===== config.mk =====
export PLATFORM = sky130hd
export DESIGN_NAME = rdca_top
export DESIGN_NICKNAME = d
export VERILOG_FILES = /design/src/rdca_pkg.sv /design/src/rdca_rate_osc.sv /design/src/rdca_sync.sv /design/src/rdca_top.sv
export SDC_FILE = /design/constraint.sdc
export NUM_CORES = 1
export LEC_CHECK = 0
export ABC_AREA = 1
export ABC_CLOCK_PERIOD_IN_PS = 3860
export BUFFER_PORTS_ARGS = -buffer_cell sky130_fd_sc_hd__buf_2
export CAP_MARGIN = 20
export CORE_MARGIN = 10
export CORE_UTILIZATION = 45
export DETAILED_ROUTE_END_ITERATION = 6
export PLACE_DENSITY = 0.65
export RECOVER_POWER = 100
export SLEW_MARGIN = 20
export SYNTH_ARGS = -nofsm -noshare
export SYNTH_HDL_FRONTEND = slang
export SYNTH_SLANG_ARGS = --single-unit

===== constraint.sdc =====
create_clock -name clk_sys_i -period 3.86 [get_ports clk_sys_i]
set_input_delay 0.772 -clock clk_sys_i [delete_from_list [all_inputs] [get_ports clk_sys_i]]
set_output_delay 0.772 -clock clk_sys_i [all_outputs]
set_load 0.01 [all_outputs]

===== src/rdca_pkg.sv =====
// rdca_pkg: constants and types of the tracking angle counter
package rdca_pkg;

  // ----------------------------------------------------------------
  // widths
  // ----------------------------------------------------------------
  localparam int unsigned ANGLE_W = 16;
  localparam int unsigned ADR_W = 8;
  localparam int unsigned DAT_W = 32;
  localparam int unsigned SEL_W = 4;
  localparam int unsigned PIN_W = 21;

  // ----------------------------------------------------------------
  // register map, byte offsets
  // ----------------------------------------------------------------
  localparam logic [ADR_W-1:0] REG_CTRL = 8'h00;
  localparam logic [ADR_W-1:0] REG_TARGET = 8'h04;
  localparam logic [ADR_W-1:0] REG_RATE = 8'h08;
  localparam logic [ADR_W-1:0] REG_ANGLE = 8'h0C;
  localparam logic [ADR_W-1:0] REG_STATUS = 8'h10;

  localparam int unsigned CTRL_RUN_BIT = 0;
  localparam int unsigned ST_DIR_BIT = 0;
  localparam int unsigned ST_RES_LSB = 1;
  localparam int unsigned ST_BAND_BIT = 3;
  localparam int unsigned ST_PRESET_BIT = 4;
  localparam int unsigned ST_FREEZE_BIT = 5;
  localparam int unsigned ST_OE_BIT = 6;

  // ----------------------------------------------------------------
  // reset values and step weights
  // ----------------------------------------------------------------
  localparam logic CTRL_RUN_RST = 1'b1;
  localparam logic [ANGLE_W-1:0] TARGET_RST = 16'h0000;
  localparam logic [ANGLE_W-1:0] RATE_RST = 16'h0000;
  localparam logic [ANGLE_W-1:0] ANGLE_RST = 16'h0000;
  localparam logic [ANGLE_W-1:0] LSB_10 = 16'h0040;
  localparam logic [ANGLE_W-1:0] LSB_12 = 16'h0010;
  localparam logic [ANGLE_W-1:0] LSB_14 = 16'h0004;
  localparam logic [ANGLE_W-1:0] LSB_16 = 16'h0001;
  localparam logic [DAT_W-1:0] RD_ZERO = 32'h0000_0000;

  // ----------------------------------------------------------------
  // types
  // ----------------------------------------------------------------
  typedef enum logic [1:0] {RES_10, RES_12, RES_14, RES_16} rdca_res_t;
  typedef enum logic {BUS_IDLE, BUS_ACK} rdca_bus_st_t;

  typedef struct packed {
    logic cyc;
    logic stb;
    logic we;
    logic [ADR_W-1:0] adr;
    logic [SEL_W-1:0] sel;
    logic [DAT_W-1:0] dat;
  } rdca_wb_req_t;

  typedef struct packed {
    logic ack;
    logic err;
    logic [DAT_W-1:0] dat;
  } rdca_wb_rsp_t;

  typedef struct packed {
    logic res_hi;
    logic res_lo;
    logic freeze_n;
    logic preset_n;
    logic enable_n;
    logic [ANGLE_W-1:0] angle;
  } rdca_pins_t;

  localparam rdca_pins_t PINS_RST = '{res_hi: 1'b0, res_lo: 1'b0,
    freeze_n: 1'b1, preset_n: 1'b1, enable_n: 1'b1, angle: ANGLE_RST};

endpackage : rdca_pkg


===== src/rdca_rate_osc.sv =====
// rdca_rate_osc: rate oscillator, step pulses proportional to rate
`timescale 1ns/10ps
`default_nettype none

module rdca_rate_osc (
  input wire logic clk_sys_i,
  input wire logic sys_rst_i,
  input wire logic en_i,
  input wire logic [rdca_pkg::ANGLE_W-1:0] rate_i,
  output logic step_o
);

  logic [rdca_pkg::ANGLE_W-1:0] acc_r;
  logic [rdca_pkg::ANGLE_W:0] sum_w;

  // carry out of the phase sum is the step: mean rate = rate/65536
  assign sum_w = {1'b0, acc_r} + {1'b0, rate_i};

  always_ff @(posedge clk_sys_i)
  begin
    if (sys_rst_i || !en_i)
    begin
      acc_r <= rdca_pkg::ANGLE_RST;
      step_o <= 1'b0;
    end
    else
    begin
      acc_r <= sum_w[rdca_pkg::ANGLE_W-1:0];
      step_o <= sum_w[rdca_pkg::ANGLE_W];
    end
  end

endmodule : rdca_rate_osc

`default_nettype wire


===== src/rdca_sync.sv =====
// rdca_sync: two-flop synchroniser for pin inputs
`timescale 1ns/10ps
`default_nettype none

module rdca_sync #(
  parameter int unsigned W = 1,
  parameter logic [W-1:0] RST_VAL = '0
) (
  input wire logic clk_sys_i,
  input wire logic sys_rst_i,
  input wire logic [W-1:0] d_i,
  output logic [W-1:0] q_o
);

  logic [W-1:0] meta_r;

  // meta_r feeds q_o only
  always_ff @(posedge clk_sys_i)
  begin
    if (sys_rst_i)
    begin
      meta_r <= RST_VAL;
      q_o <= RST_VAL;
    end
    else
    begin
      meta_r <= d_i;
      q_o <= meta_r;
    end
  end

endmodule : rdca_sync

`default_nettype wire


===== src/rdca_top.sv =====
// rdca_top: tracking angle counter with parallel angle output
`timescale 1ns/10ps
`default_nettype none

// What this block does
// - angle appears on sixteen two-way lines, natural binary, positive.
// - first line is the MSB worth half a turn, each next halves.
// - ten-bit setting: line ten is LSB, lines eleven to sixteen zero.
// - twelve-bit setting: line twelve is LSB, thirteen to sixteen zero.
// - fourteen-bit setting: line fourteen is LSB, fifteen, sixteen zero.
// - sixteen-bit setting: all lines active, line sixteen is LSB.
// - select pins 00,01,10,11 choose 10,12,14,16 bits.
// - lines driven only while output enable is low, else released.
// - no counting while error magnitude is below one LSB.
// - counter steps toward target along error sign until error nulls.
// - count rate is proportional to the velocity word.
// - freeze low holds the angle output stable for reading.
// - preset low makes lines inputs that load the counter.
// - busy pulses high each time the angle changes by one LSB.

module rdca_top (
  input wire logic clk_sys_i,
  input wire logic sys_rst_i,
  input wire rdca_pkg::rdca_wb_req_t wb_req_i,
  output rdca_pkg::rdca_wb_rsp_t wb_rsp_o,
  input wire logic resolution_select_hi_i,
  input wire logic resolution_select_lo_i,
  input wire logic angle_freeze_n_i,
  input wire logic angle_preset_n_i,
  input wire logic angle_out_enable_n_i,
  input wire logic [rdca_pkg::ANGLE_W-1:0] angle_i,
  output logic [rdca_pkg::ANGLE_W-1:0] angle_o,
  output logic angle_oe_o,
  output logic busy_o,
  output logic count_direction_o,
  output logic turns_ripple_n_o
);

  // ----------------------------------------------------------------
  // pin synchronisers
  // ----------------------------------------------------------------
  rdca_pkg::rdca_pins_t pins_w;
  rdca_pkg::rdca_pins_t pins_s;

  assign pins_w = '{res_hi: resolution_select_hi_i,
    res_lo: resolution_select_lo_i, freeze_n: angle_freeze_n_i,
    preset_n: angle_preset_n_i, enable_n: angle_out_enable_n_i,
    angle: angle_i};

  rdca_sync #(
    .W(rdca_pkg::PIN_W),
    .RST_VAL(rdca_pkg::PINS_RST)
  ) u_sync (
    .clk_sys_i(clk_sys_i),
    .sys_rst_i(sys_rst_i),
    .d_i(pins_w),
    .q_o(pins_s)
  );

  // ----------------------------------------------------------------
  // resolution decode
  // ----------------------------------------------------------------
  rdca_pkg::rdca_res_t res_code;
  logic [rdca_pkg::ANGLE_W-1:0] lsb_w;
  logic [rdca_pkg::ANGLE_W-1:0] mask_w;

  assign res_code = rdca_pkg::rdca_res_t'({pins_s.res_hi,
    pins_s.res_lo});
  assign lsb_w = (res_code == rdca_pkg::RES_10) ? rdca_pkg::LSB_10 :
    (res_code == rdca_pkg::RES_12) ? rdca_pkg::LSB_12 :
    (res_code == rdca_pkg::RES_14) ? rdca_pkg::LSB_14 :
    rdca_pkg::LSB_16;
  // unused low lines forced to zero
  assign mask_w = ~(lsb_w - rdca_pkg::LSB_16);

  // ----------------------------------------------------------------
  // registers
  // ----------------------------------------------------------------
  logic run_r;
  logic [rdca_pkg::ANGLE_W-1:0] target_r;
  logic [rdca_pkg::ANGLE_W-1:0] rate_r;
  logic [rdca_pkg::ANGLE_W-1:0] angle_r;
  logic [rdca_pkg::ANGLE_W-1:0] angle_nxt;
  rdca_pkg::rdca_bus_st_t bus_st_r;

  // ----------------------------------------------------------------
  // tracking error and hysteresis
  // ----------------------------------------------------------------
  logic [rdca_pkg::ANGLE_W-1:0] err_w;
  logic [rdca_pkg::ANGLE_W-1:0] err_mag;
  logic err_neg;
  logic in_band;
  logic step_pulse;
  logic step_en;
  logic cnt_up;
  logic [rdca_pkg::ANGLE_W-1:0] step_val;
  logic zero_cross;

  // modular difference takes the short way round the turn
  assign err_w = (target_r & mask_w) - angle_r;
  assign err_neg = err_w[rdca_pkg::ANGLE_W-1];
  assign err_mag = err_neg ? 16'(~err_w + rdca_pkg::LSB_16) : err_w;
  assign in_band = err_mag < lsb_w;
  assign cnt_up = !err_neg;

  rdca_rate_osc u_osc (
    .clk_sys_i(clk_sys_i),
    .sys_rst_i(sys_rst_i),
    .en_i(run_r),
    .rate_i(rate_r),
    .step_o(step_pulse)
  );

  // preset owns the counter; no counting inside the dead band
  assign step_en = step_pulse && !in_band && pins_s.preset_n;
  assign step_val = cnt_up ? 16'(angle_r + lsb_w) :
    16'(angle_r - lsb_w);
  assign zero_cross = cnt_up ? ((step_val & mask_w) == '0) :
    (angle_r == '0);

  always_comb
  begin
    angle_nxt = angle_r;
    if (!pins_s.preset_n)
    begin
      angle_nxt = pins_s.angle;
    end
    else if (step_en)
    begin
      angle_nxt = step_val;
    end
    angle_nxt = angle_nxt & mask_w;
  end

  always_ff @(posedge clk_sys_i)
  begin
    if (sys_rst_i)
    begin
      angle_r <= rdca_pkg::ANGLE_RST;
    end
    else
    begin
      angle_r <= angle_nxt;
    end
  end

  // ----------------------------------------------------------------
  // angle lines and pulses
  // ----------------------------------------------------------------
  always_ff @(posedge clk_sys_i)
  begin
    if (sys_rst_i)
    begin
      angle_o <= rdca_pkg::ANGLE_RST;
      angle_oe_o <= 1'b0;
      busy_o <= 1'b0;
      count_direction_o <= 1'b1;
      turns_ripple_n_o <= 1'b1;
    end
    else
    begin
      if (pins_s.freeze_n)
      begin
        angle_o <= angle_nxt;
      end
      // lines released while preset drives them from outside
      angle_oe_o <= !pins_s.enable_n && pins_s.preset_n;
      busy_o <= step_en;
      if (step_en)
      begin
        count_direction_o <= cnt_up;
      end
      turns_ripple_n_o <= !(step_en && zero_cross);
    end
  end

  // ----------------------------------------------------------------
  // wishbone slave
  // ----------------------------------------------------------------
  logic bus_req;
  logic adr_hit;
  logic wr_ctrl;
  logic wr_target;
  logic wr_rate;
  logic [rdca_pkg::DAT_W-1:0] rd_w;
  logic [rdca_pkg::DAT_W-1:0] status_w;
  logic [rdca_pkg::ANGLE_W-1:0] target_wm;
  logic [rdca_pkg::ANGLE_W-1:0] rate_wm;

  assign bus_req = wb_req_i.cyc && wb_req_i.stb &&
    (bus_st_r == rdca_pkg::BUS_IDLE);
  assign adr_hit = (wb_req_i.adr == rdca_pkg::REG_CTRL) ||
    (wb_req_i.adr == rdca_pkg::REG_TARGET) ||
    (wb_req_i.adr == rdca_pkg::REG_RATE) ||
    (wb_req_i.adr == rdca_pkg::REG_ANGLE) ||
    (wb_req_i.adr == rdca_pkg::REG_STATUS);
  assign wr_ctrl = bus_req && wb_req_i.we && wb_req_i.sel[0] &&
    (wb_req_i.adr == rdca_pkg::REG_CTRL);
  assign wr_target = bus_req && wb_req_i.we &&
    (wb_req_i.adr == rdca_pkg::REG_TARGET);
  assign wr_rate = bus_req && wb_req_i.we &&
    (wb_req_i.adr == rdca_pkg::REG_RATE);

  // byte lanes merge into the 16-bit registers
  genvar gb;
  generate
    for (gb = 0; gb < 2; gb++)
    begin : g_lane
      assign target_wm[gb*8 +: 8] = wb_req_i.sel[gb] ?
        wb_req_i.dat[gb*8 +: 8] : target_r[gb*8 +: 8];
      assign rate_wm[gb*8 +: 8] = wb_req_i.sel[gb] ?
        wb_req_i.dat[gb*8 +: 8] : rate_r[gb*8 +: 8];
    end
  endgenerate

  always_comb
  begin
    status_w = rdca_pkg::RD_ZERO;
    status_w[rdca_pkg::ST_DIR_BIT] = count_direction_o;
    status_w[rdca_pkg::ST_RES_LSB +: 2] = res_code;
    status_w[rdca_pkg::ST_BAND_BIT] = in_band;
    status_w[rdca_pkg::ST_PRESET_BIT] = !pins_s.preset_n;
    status_w[rdca_pkg::ST_FREEZE_BIT] = !pins_s.freeze_n;
    status_w[rdca_pkg::ST_OE_BIT] = angle_oe_o;
  end

  assign rd_w =
    (wb_req_i.adr == rdca_pkg::REG_CTRL) ?
      32'(run_r) :
    (wb_req_i.adr == rdca_pkg::REG_TARGET) ? 32'(target_r) :
    (wb_req_i.adr == rdca_pkg::REG_RATE) ? 32'(rate_r) :
    (wb_req_i.adr == rdca_pkg::REG_ANGLE) ? 32'(angle_r) :
    (wb_req_i.adr == rdca_pkg::REG_STATUS) ? status_w :
    rdca_pkg::RD_ZERO;

  // answer one cycle after the request, then one idle cycle
  always_ff @(posedge clk_sys_i)
  begin
    if (sys_rst_i)
    begin
      bus_st_r <= rdca_pkg::BUS_IDLE;
      wb_rsp_o <= '0;
    end
    else
    begin
      unique case (bus_st_r)
        rdca_pkg::BUS_IDLE:
        begin
          if (bus_req)
          begin
            bus_st_r <= rdca_pkg::BUS_ACK;
            wb_rsp_o.ack <= adr_hit;
            wb_rsp_o.err <= !adr_hit;
            wb_rsp_o.dat <= rd_w;
          end
        end
        rdca_pkg::BUS_ACK:
        begin
          bus_st_r <= rdca_pkg::BUS_IDLE;
          wb_rsp_o <= '0;
        end
      endcase
    end
  end

  always_ff @(posedge clk_sys_i)
  begin
    if (sys_rst_i)
    begin
      run_r <= rdca_pkg::CTRL_RUN_RST;
      target_r <= rdca_pkg::TARGET_RST;
      rate_r <= rdca_pkg::RATE_RST;
    end
    else
    begin
      if (wr_ctrl)
      begin
        run_r <= wb_req_i.dat[rdca_pkg::CTRL_RUN_BIT];
      end
      if (wr_target)
      begin
        target_r <= target_wm;
      end
      if (wr_rate)
      begin
        rate_r <= rate_wm;
      end
    end
  end
endmodule : rdca_top

`default_nettype wire


# Yosys cells after proc, flatten, opt, wreduce, memory -nomap -nowiden
# Cells that the tools add are included.
dict set report totals {
  regBits 163
  in_bits 70
  output_inout_bits 54
  elab_cells 88
}
dict set report op_classes {
  n_addsub 6
  magnitude_cmp 1
  eq_ne 7
  mux 17
  bitwise 6
  n_reduce_logical 32
}
# op count
set op_table {}
lappend op_table {{two-way mux 16 bit} 8}
lappend op_table {{case mux 34 bit (2 select lines)} 1}
lappend op_table {{AND 16 bit} 3}
lappend op_table {{two-way mux 34 bit} 1}
lappend op_table {{logical NOT 16 bit} 2}
lappend op_table {{inverter 16 bit} 2}
lappend op_table {{adder 16 x 16 -> 17 bit} 1}
lappend op_table {{adder 16 x 1 -> 16 bit (second input constant)} 1}
lappend op_table {{adder 16 x 7 -> 16 bit} 1}
lappend op_table {{== test 8 x 4 -> 1 bit (second input constant)} 2}
lappend op_table {{less-than comparator 16 x 7 -> 1 bit} 1}
lappend op_table {{subtractor 16 bit} 1}
lappend op_table {{subtractor 16 x 7 -> 16 bit} 1}
lappend op_table {{two-way mux 7 bit} 2}
lappend op_table {{logical AND 1 bit} 11}
lappend op_table {{== test 8 x 3 -> 1 bit (second input constant)} 1}
lappend op_table {{== test 8 x 5 -> 1 bit (second input constant)} 1}
lappend op_table {{logical NOT 1 bit} 8}
lappend op_table {{logical NOT 8 bit} 1}
lappend op_table {{AND reduction 2 bit} 4}
lappend op_table {{subtractor 7 x 1 -> 8 bit (second input constant)} 1}
lappend op_table {{logical OR 1 bit} 5}
lappend op_table {{two-way mux 5 bit} 1}
lappend op_table {{two-way mux 3 bit} 1}
lappend op_table {{other kinds (7)} 8}

# Depth between registers and ports, before layout
dict set report depth {
  ltp_word 19
  ltp_mapped 31
  ltp_nobuf 28
}

# Hierarchy
# Synthesis repeated with hierarchy kept, for this count alone.
dict set report unflattened {
  cells_unflattened 1346
  area_unflattened_um2 8919.8
}
# module instances cells_per_inst area_each_um2 seq_area_each_um2
set by_module_without_submodules {}
lappend by_module_without_submodules {rdca_top 1 992 6327.3 1761.7}
lappend by_module_without_submodules {rdca_rate_osc 1 223 1382.6 340.3}
lappend by_module_without_submodules {rdca_sync 1 131 1209.9 840.8}

# Worst setup path after synthesis
# Ideal clock, no wire load.
dict set report synth_timing {
  kind {register to register}
  from {reg u_sync.q_o[20]}
  to {reg turns_ripple_n_o}
  setup_ps 128
  arrival_time_ps 3932
  required_time_ps 3732
  setup_slack_ps -199
  path_stages_with_launch 28
  path_buffers 2
  synth_period_minus_slack_ps 4059
  cell_sequence {dfxtp_1 > nor2_1 > nor2_1 > ha_1 > nand2_2 > inv_2 > a21oi_2 > nand2_2 > nand2_4 > nand2_2 > nand2_4 > nand2_4 > buf_6 > buf_6 > or2_2 > ha_1 > inv_1 > o21ai_0 > nand2_1 > nand2_1 > a21boi_0 > o21ai_0 > xor2_1 > nand2_1 > nor3_1 > nand3_1 > o21ai_0 > nand3_1}
}
dict set report synth_via {
  elab_chain_cells 17
  elab_cells_between_ends 25
  cone_classes {5 x add/sub; 1 x order compare; 2 x eq/ne; 6 x mux; 4 x bitwise; 7 x reduce/logical}
}
# item line_no
set synth_lines {}
lappend synth_lines {{start, declared} rdca_sync.sv:12} ;# output logic [W-1:0] q_o
lappend synth_lines {{start signal, assigned} rdca_sync.sv:28} ;# q_o <= meta_r;
lappend synth_lines {{== test 2 bit} rdca_top.sv:71} ;# (res_code == rdca_pkg::RES_14) ? rdca_pkg::LSB_14 :
lappend synth_lines {{two-way mux 3 bit} rdca_top.sv:71}
lappend synth_lines {{two-way mux 5 bit} rdca_top.sv:70} ;# (res_code == rdca_pkg::RES_12) ? rdca_pkg::LSB_12 :
lappend synth_lines {{two-way mux 7 bit (*)} rdca_top.sv:69} ;# assign lsb_w = (res_code == rdca_pkg::RES_10) ? rdca_pkg::LSB_10 :
lappend synth_lines {{subtractor 7 x 1 -> 8 bit} rdca_top.sv:74} ;# assign mask_w = ~(lsb_w - rdca_pkg::LSB_16);
lappend synth_lines {{inverter 16 bit} rdca_top.sv:74}
lappend synth_lines {{AND 16 bit} rdca_top.sv:100} ;# assign err_w = (target_r & mask_w) - angle_r;
lappend synth_lines {{subtractor 16 bit} rdca_top.sv:100}
lappend synth_lines {{inverter 16 bit} rdca_top.sv:102} ;# assign err_mag = err_neg ? 16'(~err_w + rdca_pkg::LSB_16) : err_w;
lappend synth_lines {{adder 16 x 1 -> 16 bit} rdca_top.sv:102}
lappend synth_lines {{two-way mux 16 bit} rdca_top.sv:102}
lappend synth_lines {{less-than comparator 16 x 7 -> 1 bit} rdca_top.sv:103} ;# assign in_band = err_mag < lsb_w;
lappend synth_lines {{logical NOT 1 bit} rdca_top.sv:115} ;# assign step_en = step_pulse && !in_band && pins_s.preset_n;
lappend synth_lines {{logical AND 1 bit (2 in a row)} rdca_top.sv:115}
lappend synth_lines {{logical AND 1 bit (*)} rdca_top.sv:173} ;# turns_ripple_n_o <= !(step_en && zero_cross);
lappend synth_lines {{logical NOT 1 bit (*)} rdca_top.sv:173}
lappend synth_lines {{end signal, assigned} rdca_top.sv:173}
lappend synth_lines {{end, declared} rdca_top.sv:36} ;# output logic turns_ripple_n_o
# Every way passes the cells marked *; elsewhere a longest branch is shown, timed or not.
# A chain may end at the register's enable or synchronous reset.

# Final worst setup path
# Ends and elaborated chain as after synthesis.

==> out/metrics.csv <==
stage,metric,value,unit
layout,area of the multi-input gates,0.005588,sq mm
power_and_ir_drop,power per cell area,362.8,mW/mm^2
placed_design,IO buf count,89,
placed_design,Post-DP HPWL,21220,um
global_route,largest net degree at the start of global routing,53,
sta,setup TNS after final layout,-0.01046,ns
power_and_ir_drop,Internal,2837,uW
detailed_routing,vias,9006,
sta,Worst Max-Slew Pin Slew,2.160,ns
power_and_ir_drop,Peak supply drop,0.2950,mV
detailed_routing,total wire length,27600,um
worst_setup_path,R2R Setup Slk,-0.01,ns
synthesis,synthesized area per cell,6.811,sq um
hold_path,WHS Path Cells,1,
synthesis,top_reg_cell synth,dfxtp_1,
layout,diode count,0,
floorplan,Initial Util,45.81,%
layout,Fillers,1852,
global_route,initial antenna violation count,0,
placed_design,Final Wtd Congestion,0.9432,
synthesis,register area share after synthesis,33.01,%
layout,Seq. cell area,0.002950,sq mm
placed_design,placed cell count,1734,
placed_design,Post-Place Setup Slack,-0.1914,ns
cts,Clock transition at path regs,0.07,ns
power_and_ir_drop,Lkg Pwr,0.005650,uW
run_status,failing checks,"capacitance limit, slew limit, setup timing",
power_and_ir_drop,Sw Ratio,32.20,%
cts,H-tree depth,4,
synthesis,"FFs w/ async S/R, synth",0,%
run_status,outcome,"finished, violations left",
cts,clk_lat worst skew,0.42,ns
worst_setup_path,Critical Path AT,4.15,ns
synthesis,mapped cell area,0.008916,sq mm
hold_path,Hold WC Path Type,reg2reg,
cts,CTS tree,done,
job,max cap viols,2,
layout,fin area,0.01153,sq mm
cts,clk sinks,147,
global_route,"Remaining Overflow, GRT",0,
synthesis,Cells after Synth,1309,
layout,Layout Area Growth over Synthesis,29.32,%
synthesis,Compound-Gate Fraction of Synth Area,14.37,%
cts,hold buffers post-CTS,0,
detailed_routing,DRC,0,
global_route,total global routing track utilization,20.01,%
layout,Final Net Count,1628,
sta,"Slew Viols, Final",96,
hold_path,min-delay src,u_sync.q_o[16]$_SDFF_PP1_,
detailed_routing,DRT iter0 DRCs,568,
synthesis,adder-cell area share of the yosys netlist,7.830,%
floorplan,Die Width,160.8,um
worst_setup_path,Startpoint Class,flip-flop,
worst_setup_path,CP Capture Type,flip-flop,
layout,fraction of layout cells with a size suffix above 1,24.72,%
floorplan,Die Y,160.8,um
synthesis,post-synthesis xor/xnor area fraction,2.175,%
detailed_routing,vias per cell,5.054,
power_and_ir_drop,Comb power frac,25.4,%
sta,clock skew,0.008306,ns
cts,clock buffer depth,2,
worst_setup_path,Worst R2R Path Depth,25,
synthesis,synthesized flop and latch total,147,
worst_setup_path,critical path endpoint,turns_ripple_n_o$_SDFF_PP1_,
power_and_ir_drop,total power,4184,uW
worst_setup_path,Reg-to-Reg End,turns_ripple_n_o$_SDFF_PP1_,
global_route,vias in the first global route,8326,
power_and_ir_drop,Clk pwr share,37.0,%
power_and_ir_drop,Net Switching,1347,uW
worst_setup_path,launch point of the critical path,u_sync.q_o[20]$_SDFF_PP0_,
synthesis,"EDFF count, synth",0,
sta,period utilization,100.3,%
synthesis,largest family of logic cells by synthesized area,simple AND/OR/NAND/NOR gates,
worst_setup_path,worst r2r src,u_sync.q_o[20]$_SDFF_PP0_,
sta,fin worst setup slack,-0.01046,ns
worst_setup_path,critical path class,reg2reg,
floorplan,Core Box Area,0.01946,sq mm
detailed_routing,Routed Antenna Nets,0,
floorplan,FP Rows,51,
cts,Root Driver,clkbuf_16,
sta,Max-Slew Margin vs Limit,-44.01,%
detailed_routing,Detailed Routing Iterations Pass 1,5,
synthesis,mux contribution to synthesized area,0,%
sta,RSZ-0062 raised after global routing,yes,
synthesis,Cell variety after synth,53,
synthesis,Synth Area in Simple Gates,30.65,%
cts,clock buffer count from CTS,17,
floorplan,die area,0.02584,sq mm
sta,crit path time final,3.870,ns
worst_setup_path,Crit path required time,4.14,ns
placed_design,"Cell Area, Placed",0.01027,sq mm
sta,Highest Clock Rate,258.4,MHz
global_route,first-pass GRT wire length,42460,um
layout,Final Non-Filler Cells,1782,
power_and_ir_drop,register share of total power,37.6,%
worst_setup_path,crit-path max FO,6,
floorplan,Ports,124,
sta,final setup violating endpoints,1,
synthesis,Synth Warn #,0,
sta,Fin. Hold Viols,0,
detailed_routing,Routed WL per cell,15.49,um
-- synthesized netlist by cell type (all sizes together) (12+ instances only) --
| cell type | instances | area [sq um] |
|---|---|---|
| nand2 | 283 | 1125 |
| nor2 | 215 | 864.6 |
| inv | 201 | 757.0 |
| dfxtp | 147 | 2943 |
| nand3 | 92 | 495.5 |
| a21oi | 67 | 361.6 |
| ha | 51 | 638.1 |
| o21ai | 49 | 245.2 |
| a211oi | 37 | 277.8 |
| clkbuf | 27 | 101.4 |
| buf | 26 | 201.4 |
| o31ai | 15 | 112.6 |
| xor2 | 15 | 150.2 |
| nand4 | 12 | 75.07 |
-- cell usage in the layout (no fill, tap or decap), types with 35 or more instances in the layout --
cell        n
o21ai_0    41
nand2_1   238
nand2_2    35
nand3_1    71
inv_1     181
nor2_1    189
a21oi_1    50
dfxtp_1   145
buf_4     112
a211oi_1   36
ha_1       41
buf_2      50
clkbuf_1   45
-- final cells by class --
cell class | count | share of cell area (%)
Multi-Input combinational cell | 924 | 48.46
Sequential cell | 147 | 25.59
Timing Repair Buffer | 212 | 11.60
Inverter | 202 | 6.620
Clock buffer | 18 | 3.809
Tap cell | 265 | 2.876
Clock inverter | 14 | 1.042
-- critical path, stage by stage, from the launching register on --
cell and delay, ns:
dfxtp_4 0.43, inv_1 0.07, or2_2 0.30, ha_2 0.20, nand2_2 0.08, nand2_2 0.08, xor2_4 0.18, inv_2 0.11
nand3_4 0.12, nand2_8 0.12, nand2_2 0.06, nand2_2 0.08, ha_4 0.14, inv_1 0.05, buf_4 0.13, o21ai_0 0.25
a21oi_2 0.10, nand2_2 0.09, a21boi_2 0.07, o21ai_1 0.16, xor2_1 0.23, nand2_1 0.10, nor3_2 0.20, nand3_1 0.10
o21ai_1 0.16, nand3_1 0.11
-- kinds of logic (layout without fill, tap and decap cells) --
family,Yosys count,after routing
simple gates,630,632
buf+inv,255,446
compound gates,202,202
flops,147,147
fa+ha+maj,54,54
xor+xnor,20,20
other cells,1,16
-- sequential cells by signal, summed over array words and instances, names as in the netlist, 16 cells and up --
name	cells
wb_rsp_o	18
u_osc.acc_r	16
angle_o	16
u_sync.meta_r	21
rate_r	16
angle_r	16
target_r	16
u_sync.q_o	21
-- stage by stage --
stage	utilization, %	hold WS (ns)
floorplan	-	0.3673
detailed placement	52.79	0.3717
finish	59.24	0.3837
global route	59.24	0.3985
CTS	55.80	0.3838
global placement	52.79	0.3746
-- power by group through the flow --
stage                     Sequential [uW]  Combinational (uW)  Clock, uW
after floorplan                      1610                 578          0
after detailed placement             1610                 859          0
after CTS                            1570                 872       1570
after global placement               1600                 859          0
after global routing                 1580                1160       1640
final                                1570                1060       1550
-- metal layers --
| metal | share of wire [%] | track usage (%) | routed length (um) |
|---|---|---|---|
| met4 | 3.7 | 7.899 | 1008 |
| met3 | 6.4 | 3.630 | 1766 |
| met1 | 45 | 26.59 | 12320 |
| met2 | 45 | 31.45 | 12500 |
| met5 | 0 | 0 | 0 |
-- how the worst min path moves through the flow --
stage	to	slack (ns)
global placement	angle_oe_o$_SDFF_PP0_	0.37
floorplan	angle_oe_o$_SDFF_PP0_	0.37
detailed placement	angle_oe_o$_SDFF_PP0_	0.37
CTS	angle_oe_o$_SDFF_PP0_	0.38
finish	angle_oe_o$_SDFF_PP0_	0.38
global route	angle_oe_o$_SDFF_PP0_	0.40
-- repair_timing --
item,4_1_cts,5_1_grt
cloned,0,3
setup buffers,0,13
pin swaps,1,63
resized for setup,12,141
setup endpoints to repair,28,36
Note: power is estimated with default switching activity, not from simulation.
